`src/emb_pkg.sv`:
```
package emb_pkg;

    ////////////////////////////////////////////////////////////////////////////////
    // address space layout
    localparam int          ADDR_W         = 13;
    localparam int          DATA_W         = 8;
    localparam int          SPACE_BYTES    = 8192;
    localparam int          PAGE0_BYTES    = 256;
    localparam int          UPPER_BYTES    = 7936;
    localparam logic [12:0] IO_LAST        = 13'h001F;   // 32-byte i/o region
    localparam logic [12:0] EXT0_FIRST     = 13'h0020;   // external part of page zero
    localparam logic [12:0] EXT0_LAST      = 13'h009F;   // 128 locations
    localparam logic [12:0] RAM_FIRST      = 13'h00A0;   // 96 bytes internal ram
    localparam logic [12:0] RAM_LAST       = 13'h00FF;
    localparam logic [12:0] PAGE0_LAST     = 13'h00FF;
    // 22 implemented i/o and timer locations, 10 unused
    localparam logic [31:0] IO_USED_MASK   = 32'h003F_FFFF;

    ////////////////////////////////////////////////////////////////////////////////
    // clock division
    localparam int          OSC_DIV        = 2;
    localparam int          CLK_PERIOD_NS  = 5;

    ////////////////////////////////////////////////////////////////////////////////
    // bus cycle kinds requested by the core
    typedef enum logic [1:0] {
        EMB_IDLE  = 2'b00,
        EMB_READ  = 2'b01,
        EMB_WRITE = 2'b10,
        EMB_FETCH = 2'b11
    } emb_kind_t;

    // bus cycle phase
    typedef enum logic [1:0] {
        EMB_PH_IDLE = 2'b00,
        EMB_PH_ADDR = 2'b01,
        EMB_PH_DATA = 2'b10
    } emb_phase_t;

    // request from the core side
    typedef struct packed {
        emb_kind_t   kind;
        logic [12:0] addr;
        logic [7:0]  wdata;
    } emb_req_t;

    // pins facing external memory
    typedef struct packed {
        logic [12:0] addressLines;
        logic [7:0]  dataOut;
        logic        dataOe;
        logic        chipSelN;
        logic        readDirN;
        logic        writeStrobeN;
        logic        dataStrobe;
        logic        fetchStatus;
    } emb_pins_t;

    // whole state of the bus block
    typedef struct packed {
        emb_phase_t  phase;
        emb_kind_t   kind;
        logic        intSel;
        logic        ioUnused;
        logic        divPh;
        emb_pins_t   pins;
        logic [7:0]  rdata;
        logic        done;
        logic [7:0]  syncA;
        logic [7:0]  syncB;
    } emb_state_t;

endpackage

```
`src/emb_ext_bus.sv`:
```
`timescale 1ns/1ps
// What this block does
// - thirteen address outputs cover a flat space of 8192 bytes.
// - separate bidirectional eight-bit data path, never shared with address.
// - page zero holds i/o, timer, 96 ram bytes internal; 128 locations go external.
// - all 7936 addresses above page zero go to the external bus.
// - production rom locations are treated as external and fetched externally.
// - chip select low whenever external ram or i/o is accessed.
// - chip select stays high on the 10 unused i/o locations; address still valid.
// - read-direction low for every read, internal or external; high for writes.
// - internal ram or i/o read data is driven onto the external data bus.
// - write strobe pulses low on external writes with valid data on the bus.
// - data strobe asserted in every read and write while address and data valid.
// - data strobe toggles at half oscillator rate outside wait and stop.
// - fetch status high during opcode fetch cycles, low otherwise.
// - socketed variant: chip select acts as output enable, read-direction as chip select.
// - socketed variant has no write strobe, data strobe or fetch status.
// - bus cycle clock is the oscillator divided by two.
module emb_ext_bus #(
    parameter bit SOCKETED = 1'b0
) (
    input  wire logic            ref_clk,
    input  wire logic            nrst,
    input  wire logic            lowPower,
    input  wire emb_pkg::emb_req_t req,
    input  wire logic [7:0]      intRdata,
    input  wire logic [7:0]      dataIn,
    output logic                 reqReady,
    output logic                 intAccess,
    output logic [7:0]           rdata,
    output logic                 rdataValid,
    output emb_pkg::emb_pins_t   pins
);

    ////////////////////////////////////////////////////////////////////////////////
    // state
    emb_pkg::emb_state_t s_q;
    emb_pkg::emb_state_t s_d;
    logic                isInt;
    logic                isUnused;
    logic [4:0]          ioIdx;

    // address decode of the request
    always_comb begin
        ioIdx    = req.addr[4:0];
        isInt    = 1'b0;
        isUnused = 1'b0;
        if (req.addr <= emb_pkg::IO_LAST) begin
            isInt    = emb_pkg::IO_USED_MASK[ioIdx];
            isUnused = !emb_pkg::IO_USED_MASK[ioIdx];
        end else if (req.addr >= emb_pkg::RAM_FIRST && req.addr <= emb_pkg::RAM_LAST) begin
            isInt = 1'b1;
        end
        // everything else, rom area included, is external
    end

    assign reqReady = (s_q.phase == emb_pkg::EMB_PH_IDLE) && !s_q.divPh;

    ////////////////////////////////////////////////////////////////////////////////
    // next state: four-clock bus cycle (oscillator divided by two)
    always_comb begin
        s_d       = s_q;
        s_d.done  = 1'b0;
        s_d.divPh = !s_q.divPh;
        s_d.syncA = dataIn;
        s_d.syncB = s_q.syncA;
        case (s_q.phase)
            emb_pkg::EMB_PH_IDLE: begin
                s_d.pins.writeStrobeN = 1'b1;
                s_d.pins.dataOe       = 1'b0;
                s_d.pins.chipSelN     = 1'b1;
                s_d.pins.readDirN     = 1'b1;
                s_d.pins.fetchStatus  = 1'b0;
                // external byte has passed both synchroniser stages only now
                if (s_q.kind != emb_pkg::EMB_IDLE) begin
                    s_d.kind = emb_pkg::EMB_IDLE;
                    s_d.done = (s_q.kind != emb_pkg::EMB_WRITE);
                    if (!s_q.intSel) begin
                        s_d.rdata = s_q.syncB;
                    end
                end
                if (reqReady && req.kind != emb_pkg::EMB_IDLE) begin
                    s_d.phase             = emb_pkg::EMB_PH_ADDR;
                    s_d.kind              = req.kind;
                    s_d.intSel            = isInt;
                    s_d.ioUnused          = isUnused;
                    s_d.pins.addressLines = req.addr;
                    s_d.pins.readDirN     = (req.kind == emb_pkg::EMB_WRITE);
                    s_d.pins.chipSelN     = isInt || isUnused;
                    s_d.pins.fetchStatus  = (req.kind == emb_pkg::EMB_FETCH);
                    s_d.pins.dataOut      = req.wdata;
                    s_d.pins.dataOe       = (req.kind == emb_pkg::EMB_WRITE);
                end
            end
            emb_pkg::EMB_PH_ADDR: begin
                s_d.phase = emb_pkg::EMB_PH_DATA;
                if (s_q.kind == emb_pkg::EMB_WRITE) begin
                    // strobe only toward external ram, never on reads
                    s_d.pins.writeStrobeN = s_q.intSel || s_q.ioUnused;
                end else if (s_q.intSel) begin
                    s_d.pins.dataOut = intRdata;
                    s_d.pins.dataOe  = 1'b1;
                end
            end
            emb_pkg::EMB_PH_DATA: begin
                s_d.phase             = emb_pkg::EMB_PH_IDLE;
                s_d.pins.writeStrobeN = 1'b1;
                s_d.pins.dataOe       = 1'b0;
                s_d.pins.chipSelN     = 1'b1;
                s_d.pins.readDirN     = 1'b1;
                s_d.pins.fetchStatus  = 1'b0;
                // internal byte taken while the core still presents it
                if (s_q.intSel) begin
                    s_d.rdata = intRdata;
                end
            end
            default: s_d.phase = emb_pkg::EMB_PH_IDLE;
        endcase
        // strobe runs free at half rate, frozen low in wait or stop
        s_d.pins.dataStrobe = lowPower ? 1'b0 : s_q.divPh;
        if (SOCKETED) begin
            s_d.pins.writeStrobeN = 1'b1;
            s_d.pins.dataStrobe   = 1'b0;
            s_d.pins.fetchStatus  = 1'b0;
        end
    end

    // register
    always_ff @(posedge ref_clk) begin
        if (!nrst) begin
            s_q                   <= '0;
            s_q.pins.chipSelN     <= 1'b1;
            s_q.pins.readDirN     <= 1'b1;
            s_q.pins.writeStrobeN <= 1'b1;
        end else begin
            s_q <= s_d;
        end
    end

    // outputs; socketed pin roles are the same wires (oe, ce)
    assign pins       = s_q.pins;
    assign rdata      = s_q.rdata;
    assign rdataValid = s_q.done;
    assign intAccess  = s_q.intSel && (s_q.phase != emb_pkg::EMB_PH_IDLE);
endmodule

```
`config.mk`:
```
export PLATFORM = sky130hd
export DESIGN_NAME = emb_ext_bus
export DESIGN_NICKNAME = d
export VERILOG_FILES = /design/src/emb_pkg.sv /design/src/emb_ext_bus.sv
export SDC_FILE = /design/constraint.sdc
export NUM_CORES = 1
export LEC_CHECK = 0
export BUFFER_PORTS_ARGS = -buffer_cell sky130_fd_sc_hd__buf_2
export CAP_MARGIN = 30
export CORE_AREA = 2 2 77 79
export DETAILED_ROUTE_END_ITERATION = 16
export DIE_AREA = 0 0 79 81
export PLACE_DENSITY_LB_ADDON = 0.3
export SLEW_MARGIN = 40
export SYNTH_ARGS = -nofsm -noshare
export SYNTH_HDL_FRONTEND = slang
export SYNTH_SLANG_ARGS = --single-unit
```
`constraint.sdc`:
```
create_clock -name ref_clk -period 1.8 [get_ports ref_clk]
set_clock_uncertainty 0.05 [all_clocks]
set_input_delay 0.27 -clock ref_clk [delete_from_list [all_inputs] [get_ports ref_clk]]
set_output_delay 0.27 -clock ref_clk [all_outputs]
set_load 0.01 [all_outputs]
```
==> results of run 1 <==
==> worst max-delay path, cell delays in order, from the launching register on <==
cell and delay (ns):
dfxtp_1 0.31, inv_1 0.11, ha_4 0.17, buf_4 0.14, nor2b_4 0.17, buf_2 0.15
==> registers in the layout (all words and copies together), names as in the netlist <==
| signal | flops |
|---|---|
| pins | 27 |
| s_q | 15 |
| rdata | 8 |
| s_d | 8 |
| rdataValid | 1 |
==> per-stage QoR <==
step           area (um2)  setup WS, ns  power (mW)  utilization  hold WS (ns)
2_1_floorplan        2730         0.155        2.07            -         0.347
3_3_place_gp         2970         0.135        2.18        0.523         0.368
3_5_place_dp         2970       -0.0131        2.20        0.523         0.367
4_1_cts              3240        0.0266        3.67        0.572        0.0772
5_1_grt              3280        0.0177        3.84        0.577        0.0913
6_report             3280        0.0975        3.65        0.577        0.0953
==> layout by cell type (no fill, tap or decap), types with 2 or more instances in the layout <==
cell / Yosys / routed
buf_4: 37 / 17
a21oi_1: 3 / 3
ha_1: 4 / 3
clkbuf_8: 0 / 13
o211ai_2: 2 / 2
o21ai_0: 4 / 4
and2_1: 25 / 25
dfxtp_1: 59 / 59
o211ai_1: 8 / 8
nor2b_1: 7 / 6
a21boi_0: 14 / 14
inv_1: 4 / 3
bufinv_16: 0 / 2
nor3_1: 2 / 2
nand3_1: 11 / 11
inv_2: 1 / 2
o211a_1: 18 / 18
a41oi_1: 8 / 8
nand2_1: 49 / 49
nand4b_1: 2 / 2
buf_2: 5 / 79
nor2_1: 5 / 5
==> cells by family (layout without fill, tap and decap cells) <==
kind of cell | after synthesis | after routing
fa+ha+maj | 4 | 4
compound gates | 63 | 63
buf+inv | 58 | 118
mux | 1 | 1
flops | 59 | 59
simple gates | 110 | 110
xor+xnor | 1 | 1
==> final cells by class <==
type | instances | area share
Multi-Input combinational cell | 179 | 0.364
Clock inverter | 3 | 0.0206
Timing Repair Buffer | 97 | 0.166
Tap cell | 75 | 0.0286
Clock buffer | 13 | 0.0546
Sequential cell | 59 | 0.360
Inverter | 5 | 0.00573
==> where the power goes <==
| group | internal (mW) | switching [mW] |
|---|---|---|
| Sequential | 1.43 | 0.0570 |
| Clock | 0.931 | 0.510 |
| Combinational | 0.349 | 0.381 |
| Total | 2.71 | 0.948 |
==> metal layers <==
| metal | share of wire | GRT usage |
|---|---|---|
| met1 | 0.46 | 0.215 |
| met3 | 0.063 | 0.0522 |
| met5 | 0 | 0 |
| met2 | 0.46 | 0.314 |
| met4 | 0.016 | 0.100 |
==> repair_timing <==
item / 4_1_cts / 5_1_grt
pin swaps: 0 / 1
endpoints found under the setup margin: 3 / 9
gates resized for setup: 3 / 2
buffers inserted: 2 / 2
==> path summary, 6_finish.rpt <==
path	startpoint	depth (start not counted)	endpoint
min	dataIn[6]	2	s_d[6]$_SDFF_PN0_
max	s_q[57]$_SDFFE_PN0N_	5	reqReady
max reg2reg	s_q[58]$_SDFFE_PN0N_	7	rdata[7]$_SDFFE_PN0P_
min reg2reg	s_d[0]$_SDFF_PN0_	1	s_q[0]$_SDFF_PN0_
==> results.md, run 1 <==
* Post-synthesis mux area share at 0.00824
* Number of routed nets with antenna violations at 0
* Library cells used by synthesis at 39
* Hold buffers post-CTS at 0
* Antenna diodes at 0
* Share of cells above drive strength 1 at 0.348
* Max Slew Vio Count at 0
* Row count at 28
* Syn Nets at 342
* Status: completed
* Hpwl dp at 3.98 mm
* CTS clk-pin slew, worst paths at 0.06 ns
* Clk_lat worst skew at 0.33 ns
* First-pass GRT wire length at 9.25 mm
* Final setup TNS at 0 ns
* Area grow syn2layout at 19.9%
* Syn_area_per_cell at 9.23 um2
* Largest net degree at the start of global routing at 23
* Mapped Area at 2730 um2
* Total wire length at 5.54 mm
* Sequential cell area at 1180 um2
* Compound-Gate Fraction of Synth Area at 0.195
* Number of buffers on the longest clock path at 2
* Top cell type's share of synthesized area at 0.432
* Critical Path AT at 1.38 ns
* Synth warnings at 0
* Biggest area consumer among synthesized cells: dfxtp_1
* Count leader, synth: dfxtp_1
* I/O Buffers at 79
* Post-route insts no fill at 431
* Top post-synthesis cells by area: dfxtp_1 (43%), buf_4 (10%), nand2_1 (6.7%)
* Post-synth EDFFs at 0
* Die area at 6400 um2
* Worst slew margin at 0.733
* Nets at 397
* Tcrit/Tclk final at 0.946
* Adder-cell share of the synthesized area at 0.0183
* Post-layout min period at 1.70 ns
* Type of origin of the critical path: flop
* Vias in the first global route at 2133
* XOR/XNOR Fraction of Synth Area at 0.00321
* Sequential-to-total area share from yosys stat at 0.432
* First drt pass iteration count at 4
* Hold Crit Class: input pin to flop
* Maximum capacitance violations at 0
* GPL Wtd Cong at 0.784
* Core area at 5680 um2
* Max VDD drop at 665 uV
* Inserted Clock Buffers at 9
* Initial Utilization at 0.481
* Vias at 2127
* Sink Count at 59
* Multi-input logic area at 1190 um2
* Top FF cell, synth: dfxtp_1
* CP Capture Type: primary output
* Inst Count DP at 411
* Synth Instances at 296
* Die height at 81 um
* Leak at 1.62 nW
* Flops & latches, synth at 59
* Die width at 79 um
* Measured slew at the worst slew-check pin at 0.397 ns
* H-tree levels at 3
* Number of remaining DRC errors at 0
* Fillcell total at 539
* Initial antenna violation count at 0
* Commonest cells post-synth: dfxtp_1 (59), nand2_1 (49), buf_4 (37), and2_1 (25), o211a_1 (18)
* Hold Vio Cnt, Final at 0
* TritonCTS clock tree: done
* Pwr dens at 1120 nW/um2
* CP required at 1.48 ns
* Largest family of logic cells by synthesized area: simple AND/OR/NAND/NOR gates
* Grt total ovfl at 0
* RSZ-0062 raised after global routing: no
* Ys async rst share at 0
* Clk root buf: clkbuf_8
* Drt initial violations at 121
* Via density at 4.94
* GRT Overall Usage at 0.186
* # setup viols final at 0
* R2R Setup Slk at 0.15 ns
* # IOs at 80
* Crit Path Category: flop to primary output
* Crit path max fanout at 6
* WL per Instance at 12.8 um
* Simple-gate share of the synthesized area at 0.205
* Max Fclk at 587 MHz
Power figures use the tool's default switching activity.
==> inputs of run 2 (changes only) <==
- PLACE_DENSITY: default -> 0.87
- PLACE_DENSITY_LB_ADDON: 0.3 -> default
==> run 2 against run 1 <==
Non-clock buffer count fell by 2. Critical path depth did not move. Worst hold slack got worse by 0.0070 ns. Die area did not move. Register-to-register slack got worse by 0.02 ns. Wire length rose by 3.1%. Critical endpoint unchanged. Largest power group unchanged. Highest routed layer unchanged.
==> results.md, run 2 (synthesis results as in run 1) <==
* Status: completed
* Worst setup path start: s_q[57]$_SDFFE_PN0N_
* # IOs at 80
* Commonest cells after routing, fill and taps aside: buf_2 (79), dfxtp_1 (59), nand2_1 (49)
* Number of remaining DRC errors at 0
* Maximum capacitance violations at 0
* GPL Wtd Cong at 0.767
* Measured slew at the worst slew-check pin at 0.370 ns
* Leak at 1.60 nW
* TritonCTS clock tree: done
* Vias at 2145
* Worst hold endpoint: s_d[0]$_SDFF_PN0_
* Total power at 3.57 mW
* Sink Count at 59
* Max VDD drop at 593 uV
* Most common cell after layout, fill and taps aside: buf_2
* Tcrit/Tclk final at 0.967
* First drt pass iteration count at 4
* Type of origin of the critical path: flop
* Crit path max fanout at 6
* Worst reg2reg endpoint: rdata[7]$_SDFFE_PN0P_
* H-tree levels at 3
* # setup viols final at 0
* WL per Instance at 13.3 um
* I/O Buffers at 79
* Inst Count DP at 408
* Biggest register: pins
* Biggest regs: pins x27, s_q x15
* Die height at 81 um
* Worst hold start: dataIn[0]
* Vias in the first global route at 2104
* Clk root buf: clkbuf_8
* GRT Overall Usage at 0.189
* Critical Path AT at 1.42 ns
* Core area at 5680 um2
* Antenna diodes at 0
* Number of routed nets with antenna violations at 0
* Clk_lat worst skew at 0.34 ns
* R2R Setup Slk at 0.13 ns
* Reg2reg path depth at 6
* Number of buffers on the longest clock path at 2
* Nets at 395
* Crit Path Category: flop to primary output
* Initial Utilization at 0.481
* Hold path depth at 2
* Die area at 6400 um2
* Hold buffers post-CTS at 0
* Total wire length at 5.71 mm
* CTS clk-pin slew, worst paths at 0.08 ns
* CP required at 1.48 ns
* Pwr dens at 1100 nW/um2
* Initial antenna violation count at 0
* First-pass GRT wire length at 9.35 mm
* Hpwl dp at 4.13 mm
* Share of cells above drive strength 1 at 0.345
* Largest net degree at the start of global routing at 25
* Grt total ovfl at 0
* Post-layout min period at 1.74 ns
* Max Slew Vio Count at 0
* Row count at 28
* Inserted Clock Buffers at 9
* Max Fclk at 575 MHz
* CP Capture Type: primary output
* Worst slew margin at 0.751
* Via density at 5.00
* Die width at 79 um
* Area grow syn2layout at 18.2%
* Drt initial violations at 107
* Hold Vio Cnt, Final at 0
* Post-route insts no fill at 429
* Max FFs per register at 27
* Hold Crit Class: input pin to flop
* Critical register-to-register path startpoint: s_q[58]$_SDFFE_PN0N_
run 2: cell types whose count changed in the layout (fill, tap and decap cells not counted):
cell and delta:
clkinv_2 +1, buf_12 -1, clkbuf_8 -3, clkinvlp_4 +1
buf_4 -1, clkinv_4 +1
run 2: timing repair:
item | in CTS | in global routing
pin swaps | 0 | 1
gates resized for setup | 3 | 2
setup endpoints to repair | 9 | 9
setup buffers | 2 | 3
run 2: critical path, cell delays in order (launching register included):
cell and delay [ns]:
dfxtp_1 0.33, inv_1 0.13, ha_4 0.18, buf_4 0.14, nor2b_4 0.17, buf_2 0.14
run 2: cell type report:
type | count | area (um2)
clock buffer | 10 | 138
clock inverter | 6 | 88.8
fill | 534 | 2450
inverter | 5 | 18.8
multi-input combinational | 179 | 1190
sequential | 59 | 1180
tap | 75 | 93.8
timing repair buffer | 95 | 515
run 2: per-stage QoR:
stage               hold slack (ns)  utilization  cell area [um2]  worst slack (ns)  setup TNS [ns]
floorplan                     0.347            -             2730             0.155               0
global placement              0.370        0.519             2950             0.120               0
detailed placement            0.368        0.519             2950           -0.0379         -0.0483
CTS                          0.0712        0.564             3200           0.00474               0
global route                 0.0770        0.569             3230          -0.00113        -0.00113
finish                       0.0883        0.569             3230            0.0597               0
run 2: layer usage:
metal / track usage / part of all wire / vias to the layer above
li1: - / - / 1086
met1: 0.212 / 0.44 / 984
met2: 0.331 / 0.49 / 65
met3: 0.0411 / 0.049 / 10
met4: 0.112 / 0.018 / 0
met5: 0 / 0 / -
run 2: how the worst max path moves through the flow:
stage / slack (ns) / cells after the start / end
2_1_floorplan: 0.16 / 7 / rdata[6]$_SDFFE_PN0P_
3_3_place_gp: 0.12 / 5 / reqReady
3_5_place_dp: -0.04 / 6 / rdata[3]$_SDFFE_PN0P_
4_1_cts: 0.005 / 5 / reqReady
5_1_grt: -0.001 / 5 / reqReady
6_report: 0.06 / 5 / reqReady
run 2: where the power goes:
part	internal (mW)	leakage, nW	total [mW]	switching (mW)
combinational	0.334	1.00	0.713	0.379
sequential	1.43	0.486	1.49	0.0607
clock	0.816	0.108	1.37	0.549
==> inputs of run 3 (changes only) <==
- GPL_TIMING_DRIVEN: default -> 0
==> run 3 against run 2 <==
Wire length up 3.7%. Non-clock buffer count rose by 40. Cell count rose by 9.3%. Utilization is 4.3 points higher. Combinational power increased by 17%. Flip-flop and latch count is the same. Critical path type is now flop to flop. Largest cell class unchanged. Highest routed layer unchanged.
==> results.md, run 3 (synthesis results as in run 1) <==
* Inst Count DP at 450
* Nets at 435
* Core area at 5680 um2
* Clk_lat worst skew at 0.33 ns
* Worst setup path start: s_q[57]$_SDFFE_PN0N_
* Hold path depth at 2
* Biggest regs: pins x27, s_q x15
* Met3 WL at 352 um
* Status: completed
* Inserted Clock Buffers at 9
* Number of remaining DRC errors at 0
* GPL Wtd Cong at 0.831
* TritonCTS clock tree: done
* Max FFs per register at 27
* Area grow syn2layout at 27.1%
* Post-layout min period at 1.73 ns
* Row count at 28
* Initial antenna violation count at 0
* CP required at 1.98 ns
* # setup viols final at 0
* Sw Ratio at 0.284
* DRT met1 WL at 2.62 mm
* Tcrit/Tclk final at 0.963
* Clock Power Share at 0.335
* Largest net degree at the start of global routing at 11
* Hpwl dp at 4.30 mm
* CP Capture Type: flop
* Max Slew Vio Count at 0
* Fillcell total at 498
* CTS clk-pin slew, worst paths at 0.07 ns
* # IOs at 80
* Measured slew at the worst slew-check pin at 0.501 ns
* RSZ-0062 raised after global routing: no
* Vias at 2290
* Sink Count at 59
* NetSw at 0.992 mW
* Sequential cell area at 1180 um2
* Antenna diodes at 0
* Hold Crit Class: input pin to flop
* WL per Instance at 12.6 um
* Cell internal pwr at 2.51 mW
* Hold buffers post-CTS at 0
* H-tree levels at 3
* Max Fclk at 577 MHz
* Post-route insts no fill at 469
* Multi-input logic area at 1190 um2
* Grt total ovfl at 0
* Leak at 1.76 nW
* Hold Vio Cnt, Final at 0
* Crit Path Category: flop to flop
* Maximum capacitance violations at 0
* First drt pass iteration count at 5
* Number of buffers on the longest clock path at 2
* Met2 wire len at 2.86 mm
* Share of cells above drive strength 1 at 0.396
* Clk root buf: clkbuf_8
* Top Layer Used: met4
* Total wire length at 5.92 mm
* Worst slew margin at 0.666
* Die area at 6400 um2
* Biggest register: pins
* Type of origin of the critical path: flop
* Drt initial violations at 117
* Die height at 81 um
* Vias in the first global route at 2121
* Commonest cells after routing, fill and taps aside: buf_2 (84), dfxtp_1 (58), nand2_1 (49)
* Most common cell after layout, fill and taps aside: buf_2
* GRT Overall Usage at 0.192
* Seq pwr share at 0.426
* Hold WS at 0.0933 ns
* Die width at 79 um
* Number of routed nets with antenna violations at 0
* Worst hold start: dataIn[3]
* Reg2reg path depth at 6
* Critical Path AT at 1.91 ns
* Critical register-to-register path startpoint: s_q[57]$_SDFFE_PN0N_
* Final setup TNS at 0 ns
* Max VDD drop at 649 uV
* I/O Buffers at 79
* Combinational power share at 0.239
* Initial Utilization at 0.481
* Via density at 4.88
* Crit path max fanout at 10
* Pwr dens at 1010 nW/um2
* First-pass GRT wire length at 9.47 mm
-- run 3: layout make-up --
cell class | instances | share of cell area
Sequential cell | 59 | 0.341
Multi-Input combinational cell | 179 | 0.342
Clock buffer | 13 | 0.0515
Clock inverter | 3 | 0.00577
Tap cell | 75 | 0.0270
Buffer | 53 | 0.106
Timing Repair Buffer | 82 | 0.120
Inverter | 5 | 0.00613
-- run 3: critical path, stage by stage (launching register included) --
cell and delay [ns]:
dfxtp_2 0.37, inv_1 0.09, ha_1 0.23, clkbuf_2 0.19, a32o_2 0.32, buf_6 0.16
o211a_1 0.21
-- run 3: timing repair --
item	CTS	global route
pin swaps	0	1
gates resized for setup	4	9
buffers inserted	0	3
setup endpoints to repair	15	28
-- run 3: routing by layer --
metal | global-route usage | up-vias
met5 | 0 | -
met4 | 0.112 | 0
met3 | 0.0500 | 6
met2 | 0.318 | 79
met1 | 0.226 | 1039
li1 | - | 1166
-- run 3: power by group through the flow --
stage | logic (mW) | registers, mW | clock network [mW]
after floorplan | 0.569 | 1.50 | 0
after global placement | 0.782 | 1.51 | 0
after detailed placement | 0.797 | 1.52 | 0
after CTS | 0.808 | 1.49 | 1.20
after global routing | 0.918 | 1.51 | 1.25
final | 0.836 | 1.49 | 1.17
-- run 3: stage by stage --
step	total power, mW	util	instance area [um2]	setup slack (ns)
2_1_floorplan	2.07	-	2730	0.155
3_3_place_gp	2.30	0.568	3220	0.0418
3_5_place_dp	2.32	0.568	3220	-0.00791
4_1_cts	3.49	0.604	3430	0.0377
5_1_grt	3.68	0.612	3470	0.00560
6_report	3.50	0.612	3470	0.0672
-- run 3: final timing paths --
| kind | to | slack (ns) |
|---|---|---|
| setup reg to reg | rdata[4]$_SDFFE_PN0P_ | 0.07 |
| hold reg to reg | s_q[6]$_SDFF_PN0_ | 0.38 |
| setup / recovery | rdata[4]$_SDFFE_PN0P_ | 0.07 |
| hold / removal | s_d[3]$_SDFF_PN0_ | 0.09 |
